**src/shared/rcps_pkg.sv**
```systemverilog
package rcps_pkg;

	// ----------------------------------------------------------------
	// register map
	// ----------------------------------------------------------------
	localparam logic [11:0] REFCLK_CTRL_OFS = 12'h000;
	localparam logic [11:0] PS_CTRL_OFS     = 12'h004;
	localparam logic [11:0] PS_STATUS_OFS   = 12'h008;

	localparam int REF_OUTPUT_ENABLE_BIT  = 15;
	localparam int RSLP_BIT  = 13;
	localparam int RSEL_BIT  = 12;
	localparam int RDIV_LSB  = 8;
	localparam logic [15:0] REFCLK_CTRL_RST  = 16'h0000;
	localparam logic [15:0] REFCLK_CTRL_MASK = 16'hBF00;

	// power-save control register fields
	localparam int PSC_WDT_EN_BIT  = 0;
	localparam int PSC_FAIL_SAFE_CLOCK_MONITOR_EN_BIT = 1;
	localparam int PSC_KEEP_PO_BIT = 2;
	localparam logic [2:0] PS_CTRL_RST = 3'h0;

	localparam logic [1:0] AXI_OKAY   = 2'h0;
	localparam logic [1:0] AXI_SLVERR = 2'h2;

	// power-save instruction operand
	localparam logic PS_OP_SLEEP = 1'b0;
	localparam logic PS_OP_IDLE  = 1'b1;

	typedef enum logic [1:0] {
		PS_RUN   = 2'b00,
		PS_ENTER = 2'b01,
		PS_LOW   = 2'b11,
		PS_WAKE  = 2'b10
	} rcps_ps_state_t;

	typedef struct packed {
		logic run_clk_en;
		logic osc_on;
		logic cpu_clk_en;
		logic periph_clk_en;
		logic fail_safe_clock_monitor_active;
		logic low_power_rc_osc_on;
		logic wdt_clear;
		logic in_sleep;
		logic in_idle;
	} rcps_clk_ctl_t;

endpackage

```
**src/rcps_top.sv**
```systemverilog
// Design decisions made here: the placing of the registers and the AXI4-Lite interface to the registers.
`timescale 1ns/1ps
// How it works
// reference pin drives divided clock only while output enable bit 15 is set.
// divisor field divides base clock by two to the field value; code 0 here divides by two, the same as code 1.
// source select 1 uses primary oscillator, 0 uses system clock.
// run-in-sleep 1 keeps output running in sleep, 0 stops it.
// software sets run-in-sleep, source select and keep-primary for sleep output.
// bit 14 and low byte ignore writes and read as zero.
// power-save instruction enters sleep or idle chosen by operand.
// sleep shuts down the system clock source oscillator.
// fail-safe clock monitor inactive throughout sleep.
// low-power rc oscillator runs in sleep when watchdog enabled.
// watchdog count cleared just before sleep entry; here only while the watchdog enable bit is set.
// system-clocked peripherals disabled during sleep.
// sleep exits on enabled interrupt, any reset, or watchdog time-out.
// sleep wake resumes from the same clock source as before.
// idle stops cpu, system clock and peripherals keep running.
// watchdog count cleared on idle entry.
// low-power rc oscillator runs in idle when watchdog or monitor enabled.
// idle exits on enabled interrupt, any reset, or watchdog time-out.
// idle wake restores cpu clock at once.
// software uses primary oscillator modes for usb, never fast rc pll.
// with fast rc pll, software sets divider to 4 or 8 MHz.
// interrupt during power-save instruction deferred until entry completes.
// reference output held low when disabled, toggles for square wave.
module rcps_top
	import rcps_pkg::*;
#(
	parameter int ADDR_W = 12
) (
	input  wire logic                aclk,
	input  wire logic                aresetn,
	input  wire logic [ADDR_W-1:0]   s_axi_awaddr,
	input  wire logic                s_axi_awvalid,
	output logic                     s_axi_awready,
	input  wire logic [31:0]         s_axi_wdata,
	input  wire logic [3:0]          s_axi_wstrb,
	input  wire logic                s_axi_wvalid,
	output logic                     s_axi_wready,
	output logic [1:0]               s_axi_bresp,
	output logic                     s_axi_bvalid,
	input  wire logic                s_axi_bready,
	input  wire logic [ADDR_W-1:0]   s_axi_araddr,
	input  wire logic                s_axi_arvalid,
	output logic                     s_axi_arready,
	output logic [31:0]              s_axi_rdata,
	output logic [1:0]               s_axi_rresp,
	output logic                     s_axi_rvalid,
	input  wire logic                s_axi_rready,
	input  wire logic                primary_osc_tick,
	input  wire logic                sysclk_tick,
	input  wire logic                power_save_instruction,
	input  wire logic                power_save_operand,
	input  wire logic                wake_irq,
	input  wire logic                wdt_timeout,
	output logic                     ref_clock_pin,
	output rcps_clk_ctl_t            clk_ctl
);

	// ----------------------------------------------------------------
	// state
	// ----------------------------------------------------------------
	typedef struct packed {
		logic           awr;
		logic [ADDR_W-1:0] awa;
		logic           wr;
		logic [31:0]    wd;
		logic [3:0]     ws;
		logic           bv;
		logic [1:0]     br;
		logic           rv;
		logic [31:0]    rd;
		logic [1:0]     rr;
		logic           awrdy;
		logic           wrdy;
		logic           arrdy;
		logic [15:0]    refctl;
		logic [2:0]     psctl;
		logic [14:0]    div_cnt;
		logic           ref_out;
		rcps_ps_state_t ps;
		logic           ps_mode;
		logic           irq_pend;
		rcps_clk_ctl_t  ctl;
	} rcps_state_t;

	rcps_state_t s_r;
	rcps_state_t s_nxt;

	function automatic logic [31:0] rd_word(input logic [ADDR_W-1:0] a, input rcps_state_t s);
		rd_word = 32'h0000_0000;
		case (a[11:0])
			REFCLK_CTRL_OFS: rd_word = {16'h0000, s.refctl};
			PS_CTRL_OFS:     rd_word = {29'h0000_0000, s.psctl};
			PS_STATUS_OFS:   rd_word = {28'h000_0000, s.irq_pend, s.ps_mode, s.ps};
			default:         rd_word = 32'h0000_0000;
		endcase
	endfunction

	function automatic logic mapped(input logic [ADDR_W-1:0] a);
		mapped = (a[11:0] == REFCLK_CTRL_OFS) || (a[11:0] == PS_CTRL_OFS)
			|| (a[11:0] == PS_STATUS_OFS);
	endfunction

	logic        base_tick;
	logic [14:0] half_cnt;
	logic        ref_run;
	logic        wake_ev;

	always_comb begin
		s_nxt = s_r;

		// ----------------------------------------------------------------
		// axi4-lite write: address and data taken in either order
		// ----------------------------------------------------------------
		if (s_axi_awvalid && !s_r.awr && !s_r.bv) begin
			s_nxt.awr = 1'b1;
			s_nxt.awa = s_axi_awaddr;
		end
		if (s_axi_wvalid && !s_r.wr && !s_r.bv) begin
			s_nxt.wr = 1'b1;
			s_nxt.wd = s_axi_wdata;
			s_nxt.ws = s_axi_wstrb;
		end
		if (s_r.awr && s_r.wr) begin
			s_nxt.awr = 1'b0;
			s_nxt.wr  = 1'b0;
			s_nxt.bv  = 1'b1;
			s_nxt.br  = mapped(s_r.awa) ? AXI_OKAY : AXI_SLVERR;
			if (s_r.awa[11:0] == REFCLK_CTRL_OFS && s_r.ws[1])
				s_nxt.refctl[15:8] = s_r.wd[15:8] & REFCLK_CTRL_MASK[15:8];
			if (s_r.awa[11:0] == PS_CTRL_OFS && s_r.ws[0])
				s_nxt.psctl = s_r.wd[2:0];
		end
		if (s_r.bv && s_axi_bready)
			s_nxt.bv = 1'b0;

		// ----------------------------------------------------------------
		// axi4-lite read
		// ----------------------------------------------------------------
		if (s_axi_arvalid && !s_r.rv) begin
			s_nxt.rv = 1'b1;
			s_nxt.rd = rd_word(s_axi_araddr, s_r);
			s_nxt.rr = mapped(s_axi_araddr) ? AXI_OKAY : AXI_SLVERR;
		end else if (s_r.rv && s_axi_rready) begin
			s_nxt.rv = 1'b0;
		end

		// ----------------------------------------------------------------
		// power-save sequencer
		// ----------------------------------------------------------------
		s_nxt.ctl.wdt_clear = 1'b0;
		case (s_r.ps)
			PS_RUN: begin
				if (power_save_instruction) begin
					s_nxt.ps       = PS_ENTER;
					s_nxt.ps_mode  = power_save_operand;
					// a wake event that coincides with the instruction is kept, not dropped
					s_nxt.irq_pend = wake_ev;
				end
			end
			PS_ENTER: begin
				// a wake event here is held until the low-power state is in place
				s_nxt.irq_pend = s_r.irq_pend | wake_ev;
				s_nxt.ps       = PS_LOW;
				s_nxt.ctl.wdt_clear = s_r.psctl[PSC_WDT_EN_BIT] | (s_r.ps_mode == PS_OP_IDLE);
			end
			PS_LOW: begin
				if (wake_ev || s_r.irq_pend)
					s_nxt.ps = PS_WAKE;
				s_nxt.irq_pend = 1'b0;
			end
			PS_WAKE: s_nxt.ps = PS_RUN;
			default: s_nxt.ps = PS_RUN;
		endcase

		s_nxt.ctl.in_sleep = (s_nxt.ps == PS_LOW) && (s_nxt.ps_mode == PS_OP_SLEEP);
		s_nxt.ctl.in_idle  = (s_nxt.ps == PS_LOW) && (s_nxt.ps_mode == PS_OP_IDLE);
		s_nxt.ctl.cpu_clk_en    = (s_nxt.ps != PS_LOW);
		s_nxt.ctl.osc_on        = !s_nxt.ctl.in_sleep;
		s_nxt.ctl.run_clk_en    = !s_nxt.ctl.in_sleep;
		s_nxt.ctl.periph_clk_en = !s_nxt.ctl.in_sleep;
		s_nxt.ctl.fail_safe_clock_monitor_active   = s_r.psctl[PSC_FAIL_SAFE_CLOCK_MONITOR_EN_BIT] && !s_nxt.ctl.in_sleep;
		s_nxt.ctl.low_power_rc_osc_on = s_r.psctl[PSC_WDT_EN_BIT]
			|| (s_nxt.ctl.in_idle && s_r.psctl[PSC_FAIL_SAFE_CLOCK_MONITOR_EN_BIT]);

		// ----------------------------------------------------------------
		// bus ready flags, registered so that no output has a gate in its path
		// ----------------------------------------------------------------
		s_nxt.awrdy = !s_nxt.awr && !s_nxt.bv;
		s_nxt.wrdy  = !s_nxt.wr && !s_nxt.bv;
		s_nxt.arrdy = !s_nxt.rv;

		// ----------------------------------------------------------------
		// reference clock divider
		// ----------------------------------------------------------------
		// counter restarts while off, so a re-enable begins on a clean low phase
		if (!ref_run) begin
			s_nxt.div_cnt = 15'h0000;
			s_nxt.ref_out = 1'b0;
		end else if (base_tick) begin
			if (s_r.refctl[RDIV_LSB +: 4] == 4'h0) begin
				s_nxt.ref_out = ~s_r.ref_out; // code 0: half base tick rate, fastest possible
			end else if (s_r.div_cnt >= half_cnt - 15'h0001) begin
				s_nxt.div_cnt = 15'h0000;
				s_nxt.ref_out = ~s_r.ref_out;
			end else begin
				s_nxt.div_cnt = s_r.div_cnt + 15'h0001;
			end
		end
	end

	assign wake_ev   = wake_irq | wdt_timeout;
	// base clock is modelled as a tick enable
	assign base_tick = s_r.refctl[RSEL_BIT] ? primary_osc_tick : (sysclk_tick & s_r.ctl.osc_on);
	// toggle every 2^(n-1) base ticks gives period 2^n
	assign half_cnt  = 15'(16'h0001 << (s_r.refctl[RDIV_LSB +: 4] - 4'h1));
	assign ref_run   = s_r.refctl[REF_OUTPUT_ENABLE_BIT]
		&& (!s_r.ctl.in_sleep || (s_r.refctl[RSLP_BIT] && s_r.psctl[PSC_KEEP_PO_BIT]));

	always_ff @(posedge aclk) begin
		if (!aresetn) begin
			s_r        <= '0;
			s_r.refctl <= REFCLK_CTRL_RST;
			s_r.psctl  <= PS_CTRL_RST;
			s_r.ps     <= PS_RUN;
			// monitor and low_power_rc_osc start off, matching the power-save control reset
			s_r.ctl    <= 9'b111100000;
			s_r.awrdy  <= 1'b1;
			s_r.wrdy   <= 1'b1;
			s_r.arrdy  <= 1'b1;
		end else begin
			s_r <= s_nxt;
		end
	end

	assign s_axi_awready = s_r.awrdy;
	assign s_axi_wready  = s_r.wrdy;
	assign s_axi_bvalid  = s_r.bv;
	assign s_axi_bresp   = s_r.br;
	assign s_axi_arready = s_r.arrdy;
	assign s_axi_rvalid  = s_r.rv;
	assign s_axi_rdata   = s_r.rd;
	assign s_axi_rresp   = s_r.rr;
	assign ref_clock_pin = s_r.ref_out;
	assign clk_ctl       = s_r.ctl;

	// ----------------------------------------------------------------
	// assertions
	// ----------------------------------------------------------------
	a_ref_low_off: assert property (@(posedge aclk) disable iff (!aresetn)
		!s_r.refctl[REF_OUTPUT_ENABLE_BIT] |=> !ref_clock_pin) else $error("ref pin high while disabled");
	a_reserved_zero: assert property (@(posedge aclk) disable iff (!aresetn)
		(s_r.refctl & ~REFCLK_CTRL_MASK) == 16'h0000) else $error("reserved bits set");
	a_sleep_osc_off: assert property (@(posedge aclk) disable iff (!aresetn)
		clk_ctl.in_sleep |-> !clk_ctl.osc_on && !clk_ctl.periph_clk_en)
		else $error("clock running in sleep");
	a_sleep_fail_safe_clock_monitor_off: assert property (@(posedge aclk) disable iff (!aresetn)
		clk_ctl.in_sleep |-> !clk_ctl.fail_safe_clock_monitor_active) else $error("monitor active in sleep");
	a_low_power_rc_osc_wdt_on: assert property (@(posedge aclk) disable iff (!aresetn)
		(clk_ctl.in_sleep && $past(s_r.psctl[PSC_WDT_EN_BIT])) |-> clk_ctl.low_power_rc_osc_on)
		else $error("low_power_rc_osc off with watchdog");
	a_idle_wdt_clr: assert property (@(posedge aclk) disable iff (!aresetn)
		(s_r.ps == PS_RUN && power_save_instruction && power_save_operand) |-> ##2 clk_ctl.wdt_clear)
		else $error("no watchdog clear on idle");
	a_idle_cpu_only: assert property (@(posedge aclk) disable iff (!aresetn)
		clk_ctl.in_idle |-> !clk_ctl.cpu_clk_en && clk_ctl.osc_on && clk_ctl.periph_clk_en)
		else $error("idle gating wrong");
	a_wake_bound: assert property (@(posedge aclk) disable iff (!aresetn)
		(s_r.ps == PS_LOW && wdt_timeout) |-> ##2 clk_ctl.cpu_clk_en)
		else $error("no wake on time-out");
	a_defer_irq: assert property (@(posedge aclk) disable iff (!aresetn)
		(s_r.ps == PS_ENTER && wake_irq) |=> s_r.ps == PS_LOW ##1 s_r.ps == PS_WAKE)
		else $error("deferred interrupt lost");

	// ----------------------------------------------------------------
	// register bus checks
	// ----------------------------------------------------------------
	// a held answer must not change under a master that stalls
	a_bvalid_hold: assert property (@(posedge aclk) disable iff (!aresetn)
		(s_axi_bvalid && !s_axi_bready)
		|=> s_axi_bvalid && s_axi_bresp == $past(s_axi_bresp))
		else $error("write response dropped");
	a_rvalid_hold: assert property (@(posedge aclk) disable iff (!aresetn)
		(s_axi_rvalid && !s_axi_rready)
		|=> s_axi_rvalid && $stable(s_axi_rdata))
		else $error("read response dropped");
	a_resp_refuse: assert property (@(posedge aclk) disable iff (!aresetn)
		s_axi_bvalid
		|-> !s_axi_awready && !s_axi_wready)
		else $error("write taken while response pending");
	a_rd_refuse: assert property (@(posedge aclk) disable iff (!aresetn)
		s_axi_rvalid
		|-> !s_axi_arready)
		else $error("read taken while response pending");
	a_write_resp: assert property (@(posedge aclk) disable iff (!aresetn)
		(s_axi_awvalid && s_axi_awready && s_axi_wvalid && s_axi_wready)
		|=> ##1 s_axi_bvalid)
		else $error("write response late");
	a_read_resp: assert property (@(posedge aclk) disable iff (!aresetn)
		(s_axi_arvalid && s_axi_arready)
		|=> s_axi_rvalid)
		else $error("read response late");
	a_unmapped_rd: assert property (@(posedge aclk) disable iff (!aresetn)
		(s_axi_arvalid && s_axi_arready && !mapped(s_axi_araddr))
		|=> s_axi_rresp == AXI_SLVERR && s_axi_rdata == 32'h0000_0000)
		else $error("unmapped read not refused");

	// ----------------------------------------------------------------
	// reference clock checks
	// ----------------------------------------------------------------
	// while running, the pin may only move on a base tick, otherwise glitches reach the far side
	a_ref_hold: assert property (@(posedge aclk) disable iff (!aresetn)
		(ref_run && !base_tick)
		|=> $stable(ref_clock_pin))
		else $error("ref pin moved without base tick");
	a_ref_code0: assert property (@(posedge aclk) disable iff (!aresetn)
		(ref_run && base_tick && s_r.refctl[RDIV_LSB +: 4] == 4'h0)
		|=> ref_clock_pin != $past(ref_clock_pin))
		else $error("ref pin not toggling at code 0");
	a_sleep_ref_stop: assert property (@(posedge aclk) disable iff (!aresetn)
		(s_r.ctl.in_sleep && !s_r.refctl[RSLP_BIT])
		|=> !ref_clock_pin)
		else $error("ref pin running in sleep");

	// ----------------------------------------------------------------
	// power-save checks
	// ----------------------------------------------------------------
	// entry always takes two cycles, so wake events cannot cut it short
	a_run_enter: assert property (@(posedge aclk) disable iff (!aresetn)
		(s_r.ps == PS_RUN && power_save_instruction)
		|=> s_r.ps == PS_ENTER)
		else $error("instruction ignored");
	a_enter_low: assert property (@(posedge aclk) disable iff (!aresetn)
		s_r.ps == PS_ENTER
		|=> s_r.ps == PS_LOW && (clk_ctl.in_sleep || clk_ctl.in_idle))
		else $error("low-power state not reached");
	a_sleep_wdt_clr: assert property (@(posedge aclk) disable iff (!aresetn)
		(s_r.ps == PS_RUN && power_save_instruction && !power_save_operand
		&& s_r.psctl[PSC_WDT_EN_BIT]) |-> ##2 clk_ctl.wdt_clear)
		else $error("no watchdog clear on sleep");
	a_clr_pulse: assert property (@(posedge aclk) disable iff (!aresetn)
		clk_ctl.wdt_clear
		|=> !clk_ctl.wdt_clear)
		else $error("watchdog clear longer than a pulse");
	a_wake_irq: assert property (@(posedge aclk) disable iff (!aresetn)
		(s_r.ps == PS_LOW && wake_irq)
		|=> s_r.ps == PS_WAKE)
		else $error("no wake on interrupt");
	a_wake_run: assert property (@(posedge aclk) disable iff (!aresetn)
		s_r.ps == PS_WAKE
		|=> s_r.ps == PS_RUN && clk_ctl.cpu_clk_en && clk_ctl.osc_on)
		else $error("clocks not restored on wake");
	a_defer_entry: assert property (@(posedge aclk) disable iff (!aresetn)
		(s_r.ps == PS_RUN && power_save_instruction && wake_ev)
		|=> s_r.ps == PS_ENTER ##1 s_r.ps == PS_LOW ##1 s_r.ps == PS_WAKE)
		else $error("coincident wake lost");
	a_idle_low_power_rc_osc: assert property (@(posedge aclk) disable iff (!aresetn)
		(clk_ctl.in_idle && $past(s_r.psctl[PSC_FAIL_SAFE_CLOCK_MONITOR_EN_BIT]))
		|-> clk_ctl.low_power_rc_osc_on)
		else $error("low_power_rc_osc off in idle with monitor");
	a_idle_fail_safe_clock_monitor: assert property (@(posedge aclk) disable iff (!aresetn)
		(clk_ctl.in_idle && $past(s_r.psctl[PSC_FAIL_SAFE_CLOCK_MONITOR_EN_BIT]))
		|-> clk_ctl.fail_safe_clock_monitor_active)
		else $error("monitor stopped in idle");
	a_sleep_run_off: assert property (@(posedge aclk) disable iff (!aresetn)
		clk_ctl.in_sleep
		|-> !clk_ctl.run_clk_en)
		else $error("system clock running in sleep");
	a_idle_osc: assert property (@(posedge aclk) disable iff (!aresetn)
		clk_ctl.in_idle
		|-> clk_ctl.run_clk_en && clk_ctl.osc_on)
		else $error("system clock stopped in idle");
	a_mode_excl: assert property (@(posedge aclk) disable iff (!aresetn)
		clk_ctl.in_sleep
		|-> !clk_ctl.in_idle)
		else $error("sleep and idle together");
	a_cpu_low: assert property (@(posedge aclk) disable iff (!aresetn)
		(clk_ctl.in_sleep || clk_ctl.in_idle)
		|-> !clk_ctl.cpu_clk_en)
		else $error("cpu clocked in low-power state");

endmodule

```
**config.mk**
```make
export PLATFORM = sky130hd
export DESIGN_NAME = rcps_top
export DESIGN_NICKNAME = d
export VERILOG_FILES = /design/src/shared/rcps_pkg.sv /design/src/rcps_top.sv
export SDC_FILE = /design/constraint.sdc
export NUM_CORES = 1
export LEC_CHECK = 0
export BUFFER_PORTS_ARGS = -buffer_cell sky130_fd_sc_hd__buf_4
export CORE_MARGIN = 1.5
export CORE_UTILIZATION = 30
export DETAILED_ROUTE_END_ITERATION = 16
export PLACE_DENSITY = 0.57
export RECOVER_POWER = 100
export SYNTH_ARGS = -nofsm -noshare
export SYNTH_HDL_FRONTEND = slang
export SYNTH_SLANG_ARGS = --single-unit
export TNS_END_PERCENT = 30
```
**constraint.sdc**
```tcl
create_clock -name aclk -period 8.7 [get_ports aclk]
set_input_delay 0.87 -clock aclk [delete_from_list [all_inputs] [get_ports aclk]]
set_output_delay 0.87 -clock aclk [all_outputs]
set_load 0.01 [all_outputs]
```
Word level (Yosys, flattened, before mapping). Cells that the tools add are included.

Add/sub/neg operators: 3. $lt $le $gt $ge: 1. Equality and inequality tests: 10. Shift operators: 1. Multiplexer cells: 20. Bitwise logic cells: 7. Reductions and logical operators: 48.

Operator list (number): $pmux W16 S3 (1); $mux W37 (1); $eq A12 B3 Y1 const B (2); $eq A12 B4 Y1 const B (2); $logic_not A12 Y1 (2); $logic_and A1 B1 Y1 (18); $add A15 B1 Y15 const B (1); $ge A15 B15 Y1 (1); $mux W15 (1); $shl A1 B4 Y15 const A (1); $sub A15 B1 Y15 const B (1); $reduce_and A2 Y1 (7); $mux W13 (1); $logic_not A1 Y1 (10); $mux W1 (9); $pmux W2 S4 (1); $logic_or A1 B1 Y1 (7); $eq A2 B2 Y1 const B (3); $mux W2 (3); $logic_not A4 Y1 (1); $mux W4 (1); $ne A2 B2 Y1 const B (2); $sub A4 B1 Y4 const B (1); $mux W3 (1); 8 further kinds (12).

Register bits: 128. Word-level logic and storage cells: 117.

Longest topological paths before layout.
Depth after elaboration: 8. Mapped depth: 16. Mapped depth without buffers: 14.

Worst setup path after synthesis. No wires, ideal clock.

Kind: reg2reg. From: reg s_r[40] in the netlist's numbering. To: reg s_r[19] in the netlist's numbering. Setup time: 0.141 ns. Arrival time: 3.092 ns. Required time: 8.559 ns. Path slack: 5.467 ns. Stages on the path, launching flop included: 15. Path buffers: 3. Path through: dfxtp_1 > clkbuf_1 > inv_1 > or3_1 > ha_1 > clkbuf_1 > nor4_1 > a21oi_1 > ha_1 > nand4_1 > nor3_1 > o21bai_1 > a31oi_2 > buf_6 > nor3_2.

Longest elaborated chain between the ends: 5.

Ends and longest elaborated chain: from (decl) (RTL line rcps_top.sv:88) `rcps_state_t s_r;`; from (signal assigned) (RTL line rcps_top.sv:234) `s_r <= s_nxt;`; $sub A4 B1 Y4 (RTL line rcps_top.sv:218) `assign half_cnt = 15'(16'h0001 << (s_r.refctl[RDIV_LSB +: 4] - 4'h1));`; $shl A1 B4 Y15 (RTL line rcps_top.sv:218); $sub A15 B1 Y15 (RTL line rcps_top.sv:205) `end else if (s_r.div_cnt >= half_cnt - 15'h0001) begin`; $ge A15 B15 Y1 (RTL line rcps_top.sv:205); $mux W15 (RTL line rcps_top.sv:205).

Several ways; a longest one is shown, not always the timed one. A chain may end at the register's enable or synchronous reset.

Worst setup path after layout.
From: reg s_r[40] in the netlist's numbering. To: reg s_r[17] in the netlist's numbering.

Same word-level chain as after synthesis.

==> metrics.yaml <==
failed_checks: "max-capacitance violations, max-slew violations"
setup_ws_ns: 4.309
cts_setup_buffers: 0
final_core_util: 0.3510
synthXorXnorAreaFrac: 0.03317
p_switching_mw: 0.1946
syn2layout_area_growth_pct: 14.87
synthTopCellsByCount: "dfxtp_1 (81), nand2_1 (77), buf_4 (46)"
arrival_ns: 4.54
initial_core_util: 0.3056
hold_viol: 0
crit_top_cell: "nor3_1"
dp_hpwl_um: 6912
yosys.area_share.simple: 0.2538
antenna_found_initial: 0
core_mm2: 0.01383
synth_edf_count: 0
dieArea_mm2: 0.01480
finalPower_mw: 0.8315
firstDrtPassIters: 4
clock_latency_ns: 0.33
critPathSlowestCell: "a31oi_1"
power.density_mw_per_mm2: 171.3
cts_buffers: 9
wirelength_um: 9204
relSlewSlack: -0.3527
rows: 43
end_kind: "register"
ys.flop_type: "dfxtp_1"
cts_sinks: 81
tns_ns: 0
period_share: 0.5047
overflow: 0
fmax_ghz: 0.2278
yosysMostFrequentCell: "dfxtp_1"
clk_path_buf_depth: 2
pin_count: 124
synth_compound_area_frac: 0.1362
die_y_um: 121.7
ctsResizeCount: 0
worstMarginPinSlew_ns: 2.029
grt_pass1_wl_um: 15200
syn_avg_cell_area_um2: 8.571
viasPerCell: 4.574
crit_chain: "inv_1, or3_1, ha_1, nor3_1, a32oi_1, ha_1, nand4_1, nor3_1, o21bai_1, a31oi_1, nor3_1"
cts.clk_slew.worst_paths_ns: 0.06
yosysWarnings: 0
pwr-share-comb: 0.078
hold_path.class: "register to register"
vias: 3298
synth_top_area_cell: "dfxtp_1"
crit_type: "register to register"
nets: 626
cp.required_ns: 8.84
pwr-share-clk: 0.449
netlist_instances: 493
critPathMaxStageDelay_ns: 1.33
p_int_mw: 0.6369
drive_above_1_share: 0.1497
fin_crit_ns: 4.391
finClkSkew_ns: 0.006903
grt_max_degree: 59
cts-root-buf: "clkbuf_16"
synthTopCellsByArea: "dfxtp_1 (38%), buf_4 (8.2%), nand2_1 (6.8%), ha_1 (5.0%), a21boi_0 (4.6%)"
place_ws_ns: 4.833
grt_usage: 0.1302
ctsHoldBuffers: 0
async_flop_share: 0
yosysUniqueCellTypes: 48
wl_per_cell_um: 12.77
startpoint_type: "register"
drc: 0
synthMuxAreaShare: 0.03109
synth_top_family_by_area: "simple AND/OR/NAND/NOR gates"
fp.dieW_um: 121.7
rsz0062_at_grt: "no"
drtAntennaViolNets: 0
hold_slack_ns: 0.4651
n_antenna_cell: 0
tritoncts: "yes"
p_sw_frac: 0.2341
drt_iter0_drc: 111
io_buffers: 76
critPathMaxFanout: 15
report.final.slew_viol_count: 75
synth-adder-area-share: 0.05034
status: "finished, violations left"
yosysTopAreaCellShare: 0.3838
grt_pass1_vias: 3190
yosysSeqAreaShare: 0.3838
ir_drop_v: 0.00009020
n_fill_cell: 1433
synth_seq_cells: 81
cap_violations: 2
htreeDepth: 3
setup_violations: 0
p_leak_nw: 1.809
gp_congestion: 0.8461
seqPwrFrac: 0.473
syn_area_mm2: 0.004225
[final cells by class]
type,instances,area (um2),share of cell area
inverters,10,37.54,0.007734
repair buffers,76,461.7,0.09513
multi-input cells,358,2212,0.4558
flip-flops and latches,81,1622,0.3341
well taps,180,225.2,0.04640
clock buffers,10,229.0,0.04718
clock inverters,6,66.31,0.01366
[flip-flops by register name, summed over array words and instances (netlist names)]
name	count
clk_ctl	7
ref_clock_pin	1
s_axi_arready	1
s_axi_awready	1
s_axi_bresp	1
s_axi_bvalid	1
s_axi_rdata	11
s_axi_rresp	1
s_axi_rvalid	1
s_axi_wready	1
s_r	55
[metrics by stage]
step | instance area, um2 | instances
global placement | 4673 | 705
CTS | 4969 | 721
finish | 4853 | 721
detailed placement | 4673 | 705
floorplan | 4308 | 515
global route | 4853 | 721
[metal layers]
| layer | share of wire | track usage | wire [um] | vias up |
|---|---|---|---|---|
| met5 | 0 | 0 | 0 | - |
| met4 | 0.018 | 0.05441 | 165 | 0 |
| met3 | 0.061 | 0.03979 | 557 | 13 |
| met2 | 0.45 | 0.2087 | 4143 | 89 |
| met1 | 0.47 | 0.1622 | 4337 | 1486 |
| li1 | - | - | - | 1710 |
[path summary, 6_finish.rpt]
check	from	end	slack, ns	depth (start not counted)
worst max-delay path	s_r[40]	s_r[17]	4.31	11
worst min-delay path	s_r[90]	s_r[90]	0.47	2
worst max register to register	s_r[40]	s_r[17]	4.31	11
worst min register to register	s_r[90]	s_r[90]	0.47	2
[worst max-delay path: cells and delay by family, from the launching register on]
kind,cells,cell delay (ns)
AO/OA/AOI/OAI,3,1.62
buffers and inverters,1,0.17
adder cells (fa/ha/maj),2,0.70
AND/OR/NAND/NOR,5,1.13
flip-flops,1,0.58
[power groups by stage]
| stage | Sequential (mW) | Combinational, mW | Clock [mW] |
|---|---|---|---|
| 3_3_place_gp | 0.401 | 0.0677 | 0 |
| 2_1_floorplan | 0.400 | 0.0474 | 0 |
| 6_report | 0.394 | 0.0647 | 0.373 |
| 3_5_place_dp | 0.402 | 0.0687 | 0 |
| 4_1_cts | 0.394 | 0.0688 | 0.388 |
| 5_1_grt | 0.395 | 0.0734 | 0.402 |
[placed cells by master, fill, tap and decap left out, types with 6 or more instances in the layout]
master / count
inv_1: 9
nor2b_1: 21
xor2_1: 12
a21boi_0: 26
conb_1: 23
nand4_1: 9
nand3_1: 10
a21oi_1: 13
clkbuf_16: 9
ha_1: 17
and2_1: 6
nor3_1: 14
nand2_1: 77
clkbuf_1: 30
and3_1: 6
nor2_1: 30
nor3_2: 12
buf_4: 47
o21ai_0: 17
dfxtp_1: 81
mux2i_1: 12
a22oi_1: 10
[logic make-up (layout without fill, tap and decap cells)]
kind of cell | count (synthesis) | after routing
xor+xnor | 16 | 16
simple gates | 205 | 205
flops | 81 | 81
other cells | 1 | 23
fa+ha+maj | 17 | 17
buf+inv | 76 | 102
compound gates | 84 | 84
mux | 13 | 13
No activity file was read; power rests on OpenSTA's default activity.
